--- src/ccm_pkg.sv ---
// constants and types for the completion credit manager
// assumes one user clock; pool counts are in credits, sizes in bytes
package ccm_pkg;

	// credit-tracking methods, in the order software writes them
	typedef enum logic [2:0] {
		FIXED_LIMIT_METHOD,
		PER_PACKET_METHOD,
		PER_BOUNDARY_METHOD,
		PER_DATA_CREDIT_METHOD,
		LINE_RATE_METHOD
	} ccm_method_t;

	// request kinds presented with each non-posted request
	localparam logic [1:0] KIND_MEM_RD = 2'h0;
	localparam logic [1:0] KIND_IO_RD = 2'h1;
	localparam logic [1:0] KIND_IO_WR = 2'h2;

	// register byte offsets
	localparam logic [11:0] REG_CTRL = 12'h000;
	localparam logic [11:0] REG_DATA_POOL = 12'h004;
	localparam logic [11:0] REG_STATUS = 12'h008;
	localparam logic [11:0] REG_PENDING = 12'h00C;

	// control field positions
	localparam int CTRL_METHOD_LSB = 0;
	localparam int CTRL_USE_CFG_BIT = 3;
	localparam int CTRL_SCALE_LSB = 4;
	localparam int CTRL_DIGEST_BIT = 6;
	localparam int CTRL_RUNNING_BIT = 7;
	localparam int CTRL_IO_POLICY_BIT = 8;
	localparam int CTRL_RX_READY_BIT = 9;
	localparam logic [31:0] CTRL_RESET = 32'h0000_0000;

	// completion receive space and defaults
	localparam logic [7:0] TOTAL_HEADER_POOL = 8'h24;
	localparam logic [15:0] TOTAL_DATA_POOL_RESET = 16'h004D;
	localparam logic [3:0] MAX_READ_SHIFT_DEFAULT = 4'h7;
	localparam logic [3:0] BOUNDARY_SHIFT_64 = 4'h6;
	localparam logic [3:0] BOUNDARY_SHIFT_128 = 4'h7;
	localparam logic [3:0] CREDIT_SHIFT = 4'h4;
	localparam logic [12:0] DIGEST_BYTES = 13'h0004;
	localparam logic [11:0] DWORD_BYTES = 12'h004;

endpackage

--- src/ccm_credit_manager.sv ---
// completion credit manager: admits non-posted requests to the core's
// transmit interface only while completion receive space remains, or in line-rate mode while receive ready is high.
// assumes completion headers are parsed upstream into start/beat strobes,
// all inputs on i_sys_clk; registers reached over an AHB-Lite slave port.
//
// Overview of operation
// [RULE1] header credits per max read: ceiling of max read size over boundary
// [RULE2] data pool packet capacity: floor of data pool over max read size
// [RULE3] header pool capacity by floor; limit is min of both capacities
// [RULE4] outstanding counter clears at reset and stays within zero..limit
// [RULE5] counter moves on each request sent and back after its last completion
// [RULE6] pending header and data credit counters clear at reset
// [RULE7] header need: ceiling of (address mod boundary plus size) over boundary
// [RULE8] data need: ceiling over 16 bytes; I/O write needs none
// [RULE9] admit only if both pools fit; add needs and remember them per tag
// [RULE10] per packet: release remembered needs after final completion data; code releases on the start strobe of the final completion
// [RULE11] per boundary: data credits per boundary is boundary over 16 bytes
// [RULE12] per boundary: release header and boundary data per boundary spanned
// [RULE13] boundaries spanned: ceiling of (lower address mod boundary plus length)
// [RULE14] alternative: running address advanced per dword counts each rollover
// [RULE15] optional: I/O read reserves one data credit, I/O write none, by tag
// [RULE16] per data credit: release one per 16-byte block spanned
// [RULE17] pool scaled by 2 or 4 to track in qwords or dwords
// [RULE18] line rate: issue reads freely only while receive ready held high
// [RULE19] core never overflows while receive ready is held asserted
// [RULE20] core has 36 header credits, data credits set by configuration
// [RULE21] max read size defaults to 128 bytes when config not used
// [RULE22] boundary from one config bit, 64 or 128 bytes, default 64
// [RULE23] a kept digest counts as completion payload
// [RULE24] admission and release in one cycle both reach the pending counters
`timescale 1ns/1ps
module ccm_credit_manager
	import ccm_pkg::*;
#(
	parameter int TAG_W = 5
) (
	input wire logic i_sys_clk,
	input wire logic i_resetn,
	// AHB-Lite slave
	input wire logic i_hsel,
	input wire logic [31:0] i_haddr,
	input wire logic [1:0] i_htrans,
	input wire logic i_hwrite,
	input wire logic [2:0] i_hsize,
	input wire logic [31:0] i_hwdata,
	input wire logic i_hready,
	output logic o_hreadyout,
	output logic [31:0] o_hrdata,
	output logic o_hresp,
	// core configuration outputs
	input wire logic [2:0] i_cfg_max_read,
	input wire logic i_cfg_boundary_sel,
	// non-posted request from the user transmit path
	input wire logic i_req_valid,
	input wire logic [11:0] i_req_addr,
	input wire logic [12:0] i_req_len,
	input wire logic [1:0] i_req_kind,
	input wire logic [TAG_W-1:0] i_req_tag,
	output logic o_req_grant,
	// parsed completions from the receive path
	input wire logic i_cpl_start,
	input wire logic [6:0] i_cpl_lower_addr,
	input wire logic [12:0] i_cpl_len,
	input wire logic i_cpl_digest,
	input wire logic [TAG_W-1:0] i_cpl_tag,
	input wire logic i_cpl_final,
	input wire logic i_cpl_beat,
	input wire logic i_cpl_beat_last,
	// receive ready toward the core
	output logic o_rx_tready
);

	localparam int TAGS = 1 << TAG_W;

	////////////////////////////////////////////////////////////////////////////
	// registers and derived settings

	logic [31:0] ctrl_ff;
	logic [15:0] data_pool_ff;
	logic [7:0] outstanding_request_counter_ff;
	logic [7:0] pending_header_credit_count_ff;
	logic [15:0] pending_data_credit_count_ff;
	logic [11:0] running_address_ff;
	logic [1:0] run_kind_ff;
	logic grant_ff;

	ccm_method_t method;
	logic [1:0] scale;
	logic [3:0] max_read_sh;
	logic [3:0] boundary_sh;
	logic [3:0] unit_sh;
	logic [3:0] hdr_max_sh;
	logic [3:0] data_cap_sh;
	logic [17:0] total_data_pool;
	logic [7:0] header_pool_packet_capacity;
	logic [17:0] data_pool_packet_capacity;
	logic [7:0] outstanding_request_limit;
	logic [11:0] boundary_mask;
	logic [11:0] unit_mask;

	always_comb begin
		method = ccm_method_t'(ctrl_ff[CTRL_METHOD_LSB +: 3]);
		scale = ctrl_ff[CTRL_SCALE_LSB +: 2];
		if (scale == 2'h3) begin
			scale = 2'h2;
		end
		max_read_sh = MAX_READ_SHIFT_DEFAULT; // RULE21
		if (ctrl_ff[CTRL_USE_CFG_BIT] && i_cfg_max_read <= 3'h5) begin
			max_read_sh = MAX_READ_SHIFT_DEFAULT + {1'b0, i_cfg_max_read};
		end
		boundary_sh = BOUNDARY_SHIFT_64; // RULE22
		if (ctrl_ff[CTRL_USE_CFG_BIT] && i_cfg_boundary_sel) begin
			boundary_sh = BOUNDARY_SHIFT_128;
		end
		unit_sh = CREDIT_SHIFT - {2'h0, scale}; // RULE17
		total_data_pool = {2'h0, data_pool_ff} << scale; // RULE17
		boundary_mask = 12'((13'h0001 << boundary_sh) - 13'h0001);
		unit_mask = 12'((13'h0001 << unit_sh) - 13'h0001);
		hdr_max_sh = max_read_sh - boundary_sh; // RULE1
		data_cap_sh = max_read_sh - unit_sh;
		data_pool_packet_capacity = total_data_pool >> data_cap_sh; // RULE2
		header_pool_packet_capacity = TOTAL_HEADER_POOL >> hdr_max_sh; // RULE3 RULE20
		outstanding_request_limit = header_pool_packet_capacity; // RULE3
		if (data_pool_packet_capacity < {10'h000, header_pool_packet_capacity}) begin
			outstanding_request_limit = data_pool_packet_capacity[7:0];
		end
	end

	////////////////////////////////////////////////////////////////////////////
	// request needs and admission

	logic [7:0] request_header_need;
	logic [11:0] request_data_need;
	logic [13:0] hdr_span;
	logic [13:0] data_span;
	logic admit;

	always_comb begin
		hdr_span = {2'h0, i_req_addr & boundary_mask} + {1'b0, i_req_len}
			+ {2'h0, boundary_mask};
		data_span = {2'h0, i_req_addr & unit_mask} + {1'b0, i_req_len}
			+ {2'h0, unit_mask};
		request_header_need = 8'(hdr_span >> boundary_sh); // RULE7
		request_data_need = 12'(data_span >> unit_sh); // RULE8
		if (method == PER_BOUNDARY_METHOD) begin
			request_data_need = 12'({4'h0, request_header_need}
				<< (boundary_sh - unit_sh)); // RULE11
			if (ctrl_ff[CTRL_IO_POLICY_BIT] && i_req_kind == KIND_IO_RD) begin
				request_data_need = 12'(12'h001 << scale); // RULE15
			end
		end
		if (i_req_kind == KIND_IO_WR) begin
			request_data_need = 12'h000; // RULE8 RULE15
		end
		admit = 1'b0;
		if (i_req_valid && !grant_ff) begin
			case (method)
				FIXED_LIMIT_METHOD: begin
					admit = outstanding_request_counter_ff < outstanding_request_limit; // RULE4
				end
				LINE_RATE_METHOD: begin
					admit = o_rx_tready; // RULE18
				end
				default: begin
					admit = ({1'b0, pending_header_credit_count_ff}
						+ {1'b0, request_header_need} <= {1'b0, TOTAL_HEADER_POOL})
						&& ({2'h0, pending_data_credit_count_ff}
						+ {6'h00, request_data_need} <= total_data_pool); // RULE9
				end
			endcase
		end
	end

	logic [7:0] hdr_need_mem [TAGS];
	logic [11:0] data_need_mem [TAGS];
	logic [1:0] kind_mem [TAGS];

	always_ff @(posedge i_sys_clk) begin
		if (admit) begin
			hdr_need_mem[i_req_tag] <= request_header_need; // RULE9
			data_need_mem[i_req_tag] <= request_data_need; // RULE9
			kind_mem[i_req_tag] <= i_req_kind; // RULE15
		end
	end

	always_ff @(posedge i_sys_clk or negedge i_resetn) begin
		if (!i_resetn) begin
			grant_ff <= 1'b0;
		end else begin
			grant_ff <= admit;
		end
	end

	////////////////////////////////////////////////////////////////////////////
	// completion releases

	logic [7:0] rel_hdr;
	logic [15:0] rel_data;
	logic [12:0] cpl_len_eff;
	logic [13:0] cpl_hdr_span;
	logic [13:0] cpl_data_span;
	logic [7:0] boundary_crossings;
	logic [11:0] credit_block_crossings;
	logic [11:0] run_next;
	logic run_mode;
	logic io_read_cpl;
	logic io_write_cpl;

	always_comb begin
		cpl_len_eff = i_cpl_len;
		if (ctrl_ff[CTRL_DIGEST_BIT] && i_cpl_digest) begin
			cpl_len_eff = i_cpl_len + DIGEST_BYTES; // RULE23
		end
		cpl_hdr_span = {2'h0, {5'h00, i_cpl_lower_addr} & boundary_mask}
			+ {1'b0, cpl_len_eff} + {2'h0, boundary_mask};
		cpl_data_span = {2'h0, {5'h00, i_cpl_lower_addr} & unit_mask}
			+ {1'b0, cpl_len_eff} + {2'h0, unit_mask};
		boundary_crossings = 8'(cpl_hdr_span >> boundary_sh); // RULE13
		credit_block_crossings = 12'(cpl_data_span >> unit_sh); // RULE16
		run_mode = ctrl_ff[CTRL_RUNNING_BIT];
		run_next = running_address_ff + DWORD_BYTES;
		io_read_cpl = ctrl_ff[CTRL_IO_POLICY_BIT] && kind_mem[i_cpl_tag] == KIND_IO_RD;
		io_write_cpl = ctrl_ff[CTRL_IO_POLICY_BIT] && kind_mem[i_cpl_tag] == KIND_IO_WR;
		rel_hdr = 8'h00;
		rel_data = 16'h0000;
		case (method)
			PER_PACKET_METHOD: begin
				if (i_cpl_start && i_cpl_final) begin
					rel_hdr = hdr_need_mem[i_cpl_tag]; // RULE10
					rel_data = {4'h0, data_need_mem[i_cpl_tag]}; // RULE10
				end
			end
			PER_BOUNDARY_METHOD, PER_DATA_CREDIT_METHOD: begin
				if (i_cpl_start) begin
					rel_hdr = run_mode ? 8'h01 : boundary_crossings; // RULE12 RULE14
				end else if (run_mode && i_cpl_beat && !i_cpl_beat_last
					&& (run_next & boundary_mask) == 12'h000) begin
					rel_hdr = 8'h01; // RULE14
				end
				if (method == PER_BOUNDARY_METHOD) begin
					rel_data = 16'({8'h00, rel_hdr} << (boundary_sh - unit_sh)); // RULE12
					if (i_cpl_start && (io_read_cpl || io_write_cpl)) begin
						rel_data = {4'h0, data_need_mem[i_cpl_tag]}; // RULE15
					end else if (!i_cpl_start && run_kind_ff != KIND_MEM_RD) begin
						rel_data = 16'h0000; // RULE15
					end
				end else if (i_cpl_start) begin
					rel_data = run_mode ? 16'h0001 : {4'h0, credit_block_crossings}; // RULE16
				end else if (run_mode && i_cpl_beat && !i_cpl_beat_last
					&& (run_next & unit_mask) == 12'h000) begin
					rel_data = 16'h0001; // RULE16 RULE14
				end
			end
			default: begin
				rel_hdr = 8'h00;
				rel_data = 16'h0000;
			end
		endcase
	end

	// running address per completion, advanced one dword per beat
	always_ff @(posedge i_sys_clk or negedge i_resetn) begin
		if (!i_resetn) begin
			running_address_ff <= 12'h000;
			run_kind_ff <= KIND_MEM_RD;
		end else if (i_cpl_start) begin
			running_address_ff <= {5'h00, i_cpl_lower_addr}; // RULE14
			run_kind_ff <= (io_read_cpl || io_write_cpl) ? KIND_IO_RD : KIND_MEM_RD;
		end else if (i_cpl_beat) begin
			running_address_ff <= run_next; // RULE14
		end
	end

	////////////////////////////////////////////////////////////////////////////
	// outstanding and pending counters

	logic [8:0] hdr_sum;
	logic [16:0] data_sum;
	logic [7:0] nxt_pending_hdr;
	logic [15:0] nxt_pending_data;
	logic credit_method;

	always_comb begin
		credit_method = method == PER_PACKET_METHOD || method == PER_BOUNDARY_METHOD
			|| method == PER_DATA_CREDIT_METHOD;
		hdr_sum = {1'b0, pending_header_credit_count_ff};
		data_sum = {1'b0, pending_data_credit_count_ff};
		if (admit && credit_method) begin
			hdr_sum = hdr_sum + {1'b0, request_header_need}; // RULE24
			data_sum = data_sum + {5'h00, request_data_need}; // RULE24
		end
		nxt_pending_hdr = 8'h00;
		if (hdr_sum > {1'b0, rel_hdr}) begin
			nxt_pending_hdr = 8'(hdr_sum - {1'b0, rel_hdr}); // RULE24
		end
		nxt_pending_data = 16'h0000;
		if (data_sum > {1'b0, rel_data}) begin
			nxt_pending_data = 16'(data_sum - {1'b0, rel_data}); // RULE24
		end
	end

	always_ff @(posedge i_sys_clk or negedge i_resetn) begin
		if (!i_resetn) begin
			pending_header_credit_count_ff <= 8'h00; // RULE6
			pending_data_credit_count_ff <= 16'h0000; // RULE6
		end else begin
			pending_header_credit_count_ff <= nxt_pending_hdr; // RULE9 RULE12
			pending_data_credit_count_ff <= nxt_pending_data; // RULE9 RULE16
		end
	end

	always_ff @(posedge i_sys_clk or negedge i_resetn) begin
		if (!i_resetn) begin
			outstanding_request_counter_ff <= 8'h00; // RULE4
		end else if (method == FIXED_LIMIT_METHOD) begin
			if (admit && !(i_cpl_start && i_cpl_final)) begin
				outstanding_request_counter_ff <= outstanding_request_counter_ff + 8'h01; // RULE5
			end else if (!admit && i_cpl_start && i_cpl_final
				&& outstanding_request_counter_ff != 8'h00) begin
				outstanding_request_counter_ff <= outstanding_request_counter_ff - 8'h01; // RULE5
			end
		end
	end

	////////////////////////////////////////////////////////////////////////////
	// AHB-Lite slave, zero wait states

	logic wr_pend_ff;
	logic [11:0] wr_addr_ff;
	logic [31:0] rd_word;
	logic bus_take;

	assign bus_take = i_hsel && i_htrans[1] && i_hready;

	always_comb begin
		rd_word = 32'h0000_0000;
		if (i_haddr[11:0] == REG_CTRL) begin
			rd_word = ctrl_ff;
		end else if (i_haddr[11:0] == REG_DATA_POOL) begin
			rd_word = {16'h0000, data_pool_ff};
		end else if (i_haddr[11:0] == REG_STATUS) begin
			rd_word = {16'h0000, outstanding_request_limit, outstanding_request_counter_ff};
		end else if (i_haddr[11:0] == REG_PENDING) begin
			rd_word = {8'h00, pending_header_credit_count_ff, pending_data_credit_count_ff};
		end
	end

	always_ff @(posedge i_sys_clk or negedge i_resetn) begin
		if (!i_resetn) begin
			wr_pend_ff <= 1'b0;
			wr_addr_ff <= 12'h000;
			o_hrdata <= 32'h0000_0000;
		end else begin
			wr_pend_ff <= bus_take && i_hwrite;
			if (bus_take) begin
				wr_addr_ff <= i_haddr[11:0];
			end
			if (bus_take && !i_hwrite) begin
				o_hrdata <= rd_word;
			end
		end
	end

	always_ff @(posedge i_sys_clk or negedge i_resetn) begin
		if (!i_resetn) begin
			ctrl_ff <= CTRL_RESET;
			data_pool_ff <= TOTAL_DATA_POOL_RESET;
		end else if (wr_pend_ff) begin
			if (wr_addr_ff == REG_CTRL) begin
				ctrl_ff <= {22'h000000, i_hwdata[9:0]};
			end else if (wr_addr_ff == REG_DATA_POOL) begin
				data_pool_ff <= i_hwdata[15:0];
			end
		end
	end

	always_ff @(posedge i_sys_clk or negedge i_resetn) begin
		if (!i_resetn) begin
			o_hreadyout <= 1'b0;
			o_hresp <= 1'b0;
		end else begin
			o_hreadyout <= 1'b1;
			o_hresp <= 1'b0;
		end
	end

	////////////////////////////////////////////////////////////////////////////
	// outputs toward the core's transaction interfaces

	always_ff @(posedge i_sys_clk or negedge i_resetn) begin
		if (!i_resetn) begin
			o_req_grant <= 1'b0;
			o_rx_tready <= 1'b0;
		end else begin
			o_req_grant <= admit;
			// held high in line-rate mode so the core cannot overflow
			o_rx_tready <= method == LINE_RATE_METHOD || ctrl_ff[CTRL_RX_READY_BIT]; // RULE18 RULE19
		end
	end

endmodule

--- config.mk ---
export PLATFORM = sky130hd
export DESIGN_NAME = ccm_credit_manager
export DESIGN_NICKNAME = d
export VERILOG_FILES = /design/src/ccm_pkg.sv /design/src/ccm_credit_manager.sv
export SDC_FILE = /design/constraint.sdc
export NUM_CORES = 1
export LEC_CHECK = 0
export BUFFER_PORTS_ARGS = -buffer_cell sky130_fd_sc_hd__buf_2
export CAP_MARGIN = 5
export CELL_PAD_IN_SITES_DETAIL_PLACEMENT = 1
export CELL_PAD_IN_SITES_GLOBAL_PLACEMENT = 2
export CORE_UTILIZATION = 49
export DETAILED_ROUTE_END_ITERATION = 8
export GPL_TIMING_DRIVEN = 1
export PLACE_DENSITY_LB_ADDON = 0.1
export RECOVER_POWER = 100
export REMOVE_ABC_BUFFERS = 1
export SYNTH_ARGS = -nofsm -noshare
export SYNTH_HDL_FRONTEND = slang
export SYNTH_SLANG_ARGS = --single-unit
--- constraint.sdc ---
create_clock -name i_sys_clk -period 26.6 [get_ports i_sys_clk]
set_input_delay 1.33 -clock i_sys_clk [delete_from_list [all_inputs] [get_ports i_sys_clk]]
set_output_delay 1.33 -clock i_sys_clk [all_outputs]
set_load 0.005 [all_outputs]
======== Yosys cells after proc, flatten, opt, wreduce, memory -nomap -nowiden ========
Memory sizes are Yosys's and may differ from the RTL's.
Cells that the tools add are included.
cells by class
  add/subtract/negate cells ............... 24
  $lt $le $gt $ge ......................... 7
  equality and inequality tests ........... 13
  shift-type cells ........................ 12
  mux-type cells .......................... 39
  bitwise gates (word level) .............. 7
  reduce and logical (&&, ||, !) cells .... 47
operator list
  cell                   number
  $mux 12                8
  $mux 24                4
  $mux 16                4
  $mux 8                 8
  $add 12x13->14         4
  $add 14x12->14         4
  $and 12x12->12         4
  $logic_not 12->1       4
  $add 16x12->17         2
  $pmux 16 s2            1
  $shr 14x4->12          2
  $shr 14x4->8           2
  $and 7x12->12          2
  $eq 12x3->1 const B    2
  $eq 12x4->1 const B    2
  $logic_and 1x1->1      24
  $sub 12x1->12 const B  2
  $le 17x18->1           1
  $lt 18x8->1            1
  $shl 16x2->18          1
  $shr 18x4->18          1
  $gt 17x16->1           1
  $mux 17                1
  $pmux 8 s2             1
  40 further kinds       63
storage, ports and cells
  register bits after elaboration ......... 120
  bits in writable memories ............... 704
  bits of input ports ..................... 141
  output and inout port bits .............. 36
  word-level logic and storage cells ...... 165
  memories ................................ 3
memory list
  memory         words  width  read ports  clocked after memory_dff  wr ports  RTL line                   source
  data_need_mem  32     12     1           0                         1         ccm_credit_manager.sv:175  logic [11:0] data_need_mem [TAGS];
  hdr_need_mem   32     8      1           0                         1         ccm_credit_manager.sv:174  logic [7:0] hdr_need_mem [TAGS];
  kind_mem       32     2      1           0                         1         ccm_credit_manager.sv:176  logic [1:0] kind_mem [TAGS];

======== Logic depth before layout (Yosys ltp) ========
Gate-level depths: netlist of run 1.
  word-level depth ........................ 23
  mapped depth ............................ 54

======== Worst setup path after synthesis of run 1 ========
Ideal clock, no wire load.
  kind .................................... input port to flip-flop
  start ................................... input i_cfg_boundary_sel
  end ..................................... memory data_need_mem[13][0], enable pin
  arrival ................................. 12.571 ns
  data required time ...................... 26.135 ns
  slack ................................... 13.564 ns
  stages on the path ...................... 36
  path through ............................ nand2_1 inv_1 clkbuf_1 buf_1 nand2_1 fa_1 inv_1 ha_1 o21ai_0 nor2_1 nor3_1 mux2_2 o21ai_0 o221ai_1 ha_1 inv_1 o21ai_0 a21oi_1 o21ai_0 a21oi_1 nand2b_1 a21boi_0 o21ai_0 a211oi_1 xor2_1 ha_1 nor4_1 o21ai_0 a211oi_1 a21oi_1 nor4b_1 nand3_1 a2111oi_2 nor4b_4 clkbuf_1 nor4b_1
on the way
  longest elaborated chain between the ends .. 19
ends and longest elaborated chain
  what                            RTL line                   source
  start, declared                 ccm_credit_manager.sv:52   input wire logic i_cfg_boundary_sel,
  $logic_and 1x1->1 *             ccm_credit_manager.sv:112  if (ctrl_ff[CTRL_USE_CFG_BIT] && i_cfg_boundary_sel) begin
  $mux 1 *                        ccm_credit_manager.sv:112
  $shl 1x3->12                    ccm_credit_manager.sv:117  boundary_mask = 12'((13'h0001 << boundary_sh) - 13'h0001);
  $sub 12x1->12                   ccm_credit_manager.sv:117
  $and 12x12->12                  ccm_credit_manager.sv:139  hdr_span = {2'h0, i_req_addr & boundary_mask} + {1'b0, i_req_len}
  $add 12x13->14                  ccm_credit_manager.sv:139
  $add 14x12->14                  ccm_credit_manager.sv:140  + {2'h0, boundary_mask};
  $shr 14x4->8 *                  ccm_credit_manager.sv:143  request_header_need = 8'(hdr_span >> boundary_sh);
  net request_header_need[0]      ccm_credit_manager.sv:132  logic [7:0] request_header_need;
  [... 4 more ...]                n/a
  net request_data_need[3]        ccm_credit_manager.sv:133  logic [11:0] request_data_need;
  $add 16x12->17 *                ccm_credit_manager.sv:168  + {6'h00, request_data_need} <= total_data_pool);
  $le 17x18->1 *                  ccm_credit_manager.sv:168
  $logic_and 1x1->1 *             ccm_credit_manager.sv:167  && ({2'h0, pending_data_credit_count_ff}
  $pmux 1 s2 *                    ccm_credit_manager.sv:157  case (method)
  $mux 1 *                        ccm_credit_manager.sv:156  if (i_req_valid && !grant_ff) begin
  $mux 1 *                        ccm_credit_manager.sv:179  if (admit) begin
  $mux 1 (implied by the code) *  ccm_credit_manager.sv:181  data_need_mem[i_req_tag] <= request_data_need;
  end, declared                   ccm_credit_manager.sv:175
Mark *: on every way through the listed nets, which the timed path passes. The rest lies on a longest branch.

======== Worst setup path in the final report of run 1 ========
  start ................................... input i_cfg_boundary_sel
  end ..................................... memory data_need_mem[2][9], enable pin
on the way
  longest elaborated chain between the ends .. 19
ends and longest elaborated chain
  what                            RTL line                   source
  $logic_and 1x1->1 *             ccm_credit_manager.sv:112
  $mux 1 *                        ccm_credit_manager.sv:112
  $shl 1x3->12                    ccm_credit_manager.sv:117
  $sub 12x1->12                   ccm_credit_manager.sv:117
  $and 12x12->12                  ccm_credit_manager.sv:139
  $add 12x13->14                  ccm_credit_manager.sv:139
  $add 14x12->14                  ccm_credit_manager.sv:140
  $shr 14x4->8 *                  ccm_credit_manager.sv:143
  net request_header_need[6]      ccm_credit_manager.sv:132
  [... 4 more ...]                n/a
  net request_data_need[11]       ccm_credit_manager.sv:133
  $add 16x12->17 *                ccm_credit_manager.sv:168
  $le 17x18->1 *                  ccm_credit_manager.sv:168
  $logic_and 1x1->1 *             ccm_credit_manager.sv:167
  $pmux 1 s2 *                    ccm_credit_manager.sv:157
  $mux 1 *                        ccm_credit_manager.sv:156
  net admit                       ccm_credit_manager.sv:136  logic admit;
  $mux 1 *                        ccm_credit_manager.sv:179
  $mux 1 (implied by the code) *  ccm_credit_manager.sv:181
Marks and branches as above.

==> results of run 1 <==
kinds of logic (layout without fill, tap and decap cells):
kind of cell,after synthesis,in the layout,share of synthesized area [%]
simple gates,548,548,6.541
flops,810,810,58.82
mux,383,383,17.16
xor+xnor,91,91,1.970
fa+ha+maj,171,171,5.697
buf+inv,270,482,2.681
compound gates,441,441,7.110
other cells,2,41,0.01856
placed cells by master (no fill, tap or decap), drive strengths merged, types with 7 or more instances in the layout:
| master | n |
|---|---|
| fa | 22 |
| nor4 | 19 |
| xnor2 | 64 |
| nor3 | 43 |
| o31ai | 7 |
| o21a | 13 |
| nand3 | 43 |
| conb | 41 |
| a21o | 34 |
| ha | 149 |
| nor4b | 12 |
| clkinv | 28 |
| a211oi | 22 |
| a22o | 12 |
| clkbuf | 195 |
| mux2i | 72 |
| o22ai | 11 |
| o21ai | 108 |
| nand2 | 156 |
| nor2b | 24 |
| or3 | 9 |
| and2 | 13 |
| dfrtp | 102 |
| a21boi | 14 |
| and3 | 7 |
| nand2b | 20 |
| o211ai | 27 |
| nor2 | 155 |
| nand4 | 21 |
| mux2 | 78 |
| buf | 116 |
| a31oi | 13 |
| mux4 | 233 |
| o21bai | 15 |
| edfxtp | 704 |
| inv | 136 |
| a21oi | 106 |
| xor2 | 27 |
critical path: cells and delay by family:
family | cells | cell delay, ps
adders and majority gates | 4 | 1490
muxes | 1 | 2250
and+or+nand+nor | 14 | 4240
buffers and inverters | 7 | 3740
xor gates and xnor gates | 1 | 150
AOI/OAI and AO/OA | 9 | 4720
cell type report:
class | count | area (um^2) | area share (%)
Clock buffer | 110 | 2315 | 5.131
Clock inverter | 35 | 421.7 | 0.9347
Inverter | 136 | 510.5 | 1.132
Multi-Input combinational cell | 1675 | 15750 | 34.92
Sequential cell | 810 | 23800 | 52.76
Tap cell | 1070 | 1339 | 2.968
Timing Repair Buffer | 201 | 973.4 | 2.158
path summary, 6_finish.rpt:
check / startpoint / end / cells after the start
max in group asynchronous: i_resetn / ctrl_ff[4]$_DFFE_PN0P_ / 2
hold reg to reg: o_hrdata[7]$_DFFE_PN0P_ / o_hrdata[7]$_DFFE_PN0P_ / 2
setup reg to reg: ctrl_ff[3]$_DFFE_PN0P_ / data_need_mem[2][9]$_DFFE_PP_ / 35
hold / removal: o_hrdata[7]$_DFFE_PN0P_ / o_hrdata[7]$_DFFE_PN0P_ / 2
min in group asynchronous: i_resetn / wr_addr_ff[0]$_DFFE_PN0P_ / 1
setup / recovery: i_cfg_boundary_sel / data_need_mem[2][9]$_DFFE_PP_ / 36
state kept, by name, indices dropped and copies added, names as in the netlist:
signal                          flops
ctrl_ff                            10
data_need_mem                     384
data_pool_ff                       16
hdr_need_mem                      256
kind_mem                           64
o_hrdata                           24
o_hreadyout                         1
o_req_grant                         1
o_rx_tready                         1
outstanding_request_counter_ff      8
pending_data_credit_count_ff       16
pending_header_credit_count_ff      8
run_kind_ff                         1
running_address_ff                  7
wr_addr_ff                         12
wr_pend_ff                          1
through the flow:
stage	hold WS [ps]	worst slack (ps)	total power, W
3_5_place_dp	471.3	13210	0.002268
2_1_floorplan	446.2	13230	0.002001
5_1_grt	525.0	7811	0.003534
6_report	481.5	8842	0.003405
3_3_place_gp	465.6	13660	0.002231
4_1_cts	483.6	13720	0.003441
power by group through the flow:
stage | combinational [W] | clock [W] | sequential, W
after floorplan | 0.000466 | 0 | 0.00154
after global placement | 0.000685 | 0 | 0.00155
final | 0.000700 | 0.00118 | 0.00153
after CTS | 0.000723 | 0.00119 | 0.00152
after global routing | 0.000766 | 0.00123 | 0.00153
after detailed placement | 0.000718 | 0 | 0.00155
routing by layer:
| metal | GRT usage, % | vias to the layer above | wire length, um |
|---|---|---|---|
| met5 | 0 | - | 0 |
| met3 | 3.102 | 171 | 5371 |
| met1 | 35.91 | 12980 | 46950 |
| met4 | 8.566 | 0 | 3613 |
| met2 | 50.30 | 724 | 60350 |
| li1 | - | 10920 | - |
==> metrics, run 1 <==
status complete, but fails checks; violations in the final reports max-capacitance violations, max-slew violations; residual DRC count 0; number of global-route vias before repair 26310; Pleak 16.19 nW; Final nets 3221; ANT nets after route 0; Yosys top cell by area edfxtp_1; Fmax achieved 0.05631 GHz; Synth Area per Inst 14.90 um^2; Hold Crit Class reg2reg; top area cells in the synthesized netlist edfxtp_1 (52%), mux4_2 (13%), dfrtp_1 (6.3%); Worst VDD drop 0.06057 mV; Distinct cells, synth 87; Routed WL per cell 28.81 um; async set-reset flop share out of synthesis 13.09%; Finished Cell Area 0.04511 mm^2; hpwl dp 79450 um; Initial Util 49.43%; clock power share 34.5%; post-layout util 55.12%; most frequent cell after synthesis edfxtp_1; list of most frequent post-synthesis cells edfxtp_1 (704), mux4_2 (233), nand2_1 (156); Hold Fails Final Rpt 0; clock root cell clkbuf_16; site row count 105; post-route insts no fill 4037; clk_skew 57.21 ps; post-CTS sizing 0; Top FF cell, synth edfxtp_1; H-tree depth 3; Net Sw Frac 28.74%; Critical Path Slowest Stage Cell a21oi_1; gr ovfl total 0; Cell Area, Placed 0.04282 mm^2; critical path class in2reg; CTS Buffer Depth 3; Worst EP required 26840 ps; Final GP Congestion 0.8635; worst slew pin tran 5574 ps; Seq pwr share 44.9%; core region area 0.08185 mm^2; die area 0.08372 mm^2; CP startpoint kind input port; num ports 177; clock sink total 810; Yosys reg bits 810; Int Power 0.002426 W; RSZ-0062 raised after global routing false; DRT iter0 DRCs 1959; mapped cell area 0.04046 mm^2; final setup vio count 0; area grow syn2layout 11.50%; NetSw 0.0009785 W; Num CTS Buffers 85; setup_tns 0 ps; Post-Place Cells 3892; first-pass GRT wire length 170500 um; hold buffers post-CTS 0; EDFF count, synth 704; max-cap violations 50; Layout fillers 7879; Skew-Pair Late Insertion Delay 660 ps; DRT Pass-1 Iters 6; Gate power share 20.5%; Syn. warnings 0; Seq/Total Area, Yosys 58.82%; CTS tree built; Critical Path Max Stage Delay 2330 ps; period utilisation layout 66.76%; final max-slew violation count 1436; critical path arrival 18000 ps; WL final 116300 um; port bufs 122; PwrDens 75.48 mW/mm^2; initial antenna violation count 2; share of cells above drive strength 1 19.48%; minimum clock period 17760 ps; largest net degree at the start of global routing 84; via density per instance 6.141; via count 24790; post-synthesis cell count 2716; slack of the worst reg-to-reg path 8990 ps; endpoint class of the critical path flop; Synth top area share 52.25%; max_slew headroom -271.6%; overall die width 289.3 um; Post-CTS Setup Inserts 0; crit path max fanout 34; Worst-path clk slew 60 ps; gr usage total 28.12%; DIE HEIGHT 289.3 um; ant diodes 0
No activity file was read; power rests on OpenSTA's default activity.
==> run 2: changes to the inputs <==
- CORE_UTILIZATION: 49 -> 41
- clock period: 26.6 -> 16.1 ns (I/O delays scaled with it)
==> run 2 against run 1 <==
  * The run still ends with max-capacitance violations, max-slew violations left
  * Clock skew increased by 3.2 ps
  * Clock power increased by 74%
  * Sequential share of layout area decreased by 0.66 points
  * Combinational power increased by 67%
  * Sequential power increased by 65%
  * Sequential cell count unchanged
==> metrics, run 2 (synthesis gave the netlist of run 1 again) <==
CTS Buffer Depth 3 (unchanged); setup ws final 1855 ps (-6987 ps); most frequent cells in the layout edfxtp_1 (704), mux4_2 (233), nand2_1 (156); die area 0.09994 mm^2 (+19%); Post-CTS Setup Inserts 0 (unchanged); Critical Path Slowest Stage Cell mux2i_1; WL final 117300 um (+0.83%); Initial Util 41.59% (-7.8 points); number of global-route vias before repair 26170 (-0.53%); Worst-path clk slew 60 ps (about the same); hpwl dp 77910 um (-1.9%); commonest non-fill, non-tap cell in the layout edfxtp_1; setup_tns 0 ps (unchanged); critical path class reg2reg; gr ovfl total 0 (unchanged); clock root cell clkbuf_16; Pleak 16.42 nW (+1.4%); DRT iter0 DRCs 1939 (-1.0%); violations in the final reports max-capacitance violations, max-slew violations; overall die width 316.1 um (+9.3%); max-cap violations 43 (-14%); H-tree depth 3 (unchanged); crit path from ctrl_ff[3]$_DFFE_PN0P_; Routed WL per cell 27.60 um (-4.2%); share of cells above drive strength 1 20.96% (+1.5 points); crit path max fanout 34 (unchanged); pre-CTS setup slack 3304 ps (-9908 ps); number of cells on the critical path 38 (+5.6%); post-route insts no fill 4248 (+5.2%); initial antenna violation count 1 (-1); dominant delay contributor by cell family on the critical path simple AND/OR/NAND/NOR gates; RSZ-0062 raised after global routing false; Seq pwr share 43.9% (-1.0 points); via density per instance 5.773 (-6.0%); worst setup path end data_need_mem[18][1]$_DFFE_PP_; largest net degree at the start of global routing 74 (-12%); minimum clock period 14240 ps; final max-slew violation count 1149 (-20%); status complete, but fails checks; Critical Path Max Stage Delay 2630 ps (+300 ps); Worst VDD drop 0.09655 mV (+59%); final setup vio count 0 (unchanged); R2R cell count 38 (+8.6%); ANT nets after route 0 (unchanged); CP Buf/Inv Count 6 (-1); CTS tree built; Num CTS Buffers 86 (+1.2%); DRT Pass-1 Iters 5 (-1); via count 24530 (-1.1%); hold buffers post-CTS 0 (unchanged); r2r startpoint ctrl_ff[3]$_DFFE_PN0P_; number of flip-flops in the largest register 384 (unchanged); max_slew headroom -172.8% (+99 points); post-CTS sizing 0 (unchanged); ant diodes 0 (unchanged); clk_skew 60.44 ps (+3.229 ps); PwrDens 125.8 mW/mm^2 (+67%); gr usage total 23.75% (-4.4 points); NetSw 0.001649 W (+69%); core region area 0.09728 mm^2 (+19%); site row count 114 (+8.6%); R2R Path End data_need_mem[18][1]$_DFFE_PP_; Storage cell area 0.02380 mm^2 (about the same); critical path arrival 14500 ps (-3500 ps); worst slew pin tran 4092 ps (-1482 ps); clock sink total 810 (unchanged); port bufs 122 (unchanged); Net Sw Frac 28.70% (-0.040 points); Post-Place Cells 4096 (+5.2%); endpoint class of the critical path flop; Fmax achieved 0.07020 GHz; Layout fillers 9635 (+22%); Skew-Pair Late Insertion Delay 680 ps (+20 ps); DIE HEIGHT 316.1 um (+9.3%); first-pass GRT wire length 172200 um (+0.97%); num ports 177 (unchanged); footprint of the multi-input gates 0.01577 mm^2 (about the same); Top reg by flops data_need_mem; biggest regs data_need_mem: 384 flops, hdr_need_mem: 256 flops, kind_mem: 64 flops; area grow syn2layout 12.91%; residual DRC count 0 (unchanged); Hold Crit Class in2reg; Worst EP required 16350 ps (-10490 ps); Gate power share 20.4% (about the same); Int Power 0.004098 W (+69%); Final GP Congestion 0.9088 (+5.2%); period utilisation layout 88.48%; clock power share 35.7% (+1.2 points); CP startpoint kind flop; slack of the worst reg-to-reg path 1860 ps (-7130 ps); Hold Fails Final Rpt 0 (unchanged); Crit path top cell by count nand2_1; Final nets 3220 (-0.031%)
run 2: power by group through the flow:
stage	registers, W	clock network [W]	logic [W]
floorplan	0.00254	0	0.000769
global placement	0.00256	0	0.00116
detailed placement	0.00256	0	0.00121
CTS	0.00252	0.00210	0.00121
global route	0.00253	0.00216	0.00129
finish	0.00252	0.00205	0.00117
run 2: area by class of cell:
cell class              instances  share of cell area [%]
repair buffers                199                   2.350
inverters                     136                   1.118
multi-input cells            1675                   34.51
well taps                    1276                   3.495
clock buffers                 102                   4.911
flip-flops and latches        810                   52.10
clock inverters                50                   1.517
run 2: worst register-to-register path, delay by kind of cell (launching register included):
family | cells | cell delay [ps]
flops | 1 | 600
simple gates | 13 | 3280
mux | 2 | 2800
xor+xnor | 2 | 290
buf+inv | 6 | 2690
fa+ha+maj | 4 | 1390
compound gates | 11 | 2810
run 2: per-layer routing:
layer | track usage, % | up-vias | share of wire [%]
li1 | - | 10950 | -
met1 | 30.60 | 12900 | 42
met2 | 41.90 | 515 | 51
met3 | 3.067 | 162 | 4.2
met4 | 6.829 | 0 | 2.9
met5 | 0 | - | 0
run 2: per-stage QoR:
stage / utilization (%) / hold slack (ps) / power [W] / cell area [um^2]
6_report: 46.96 / 366.5 / 0.005747 / 45680
5_1_grt: 46.96 / 350.7 / 0.005981 / 45680
4_1_cts: 47.29 / 83.11 / 0.005828 / 46010
3_5_place_dp: 44.27 / 470.0 / 0.003765 / 43070
3_3_place_gp: 44.27 / 467.1 / 0.003711 / 43070
2_1_floorplan: - / 446.2 / 0.003306 / 40030
run 2: worst min path at each step:
stage	end	depth (start not counted)	start	slack, ps
after global placement	o_hrdata[6]$_DFFE_PN0P_	2	o_hrdata[6]$_DFFE_PN0P_	470
after global routing	running_address_ff[3]$_DFFE_PN0N_	3	i_cpl_lower_addr[3]	350
after CTS	pending_data_credit_count_ff[12]$_DFF_PN0_	1	i_resetn	80
after floorplan	o_rx_tready$_DFF_PN0_	1	ctrl_ff[9]$_DFFE_PN0P_	450
after detailed placement	o_hrdata[4]$_DFFE_PN0P_	2	o_hrdata[4]$_DFFE_PN0P_	470
final	running_address_ff[3]$_DFFE_PN0N_	3	i_cpl_lower_addr[3]	370
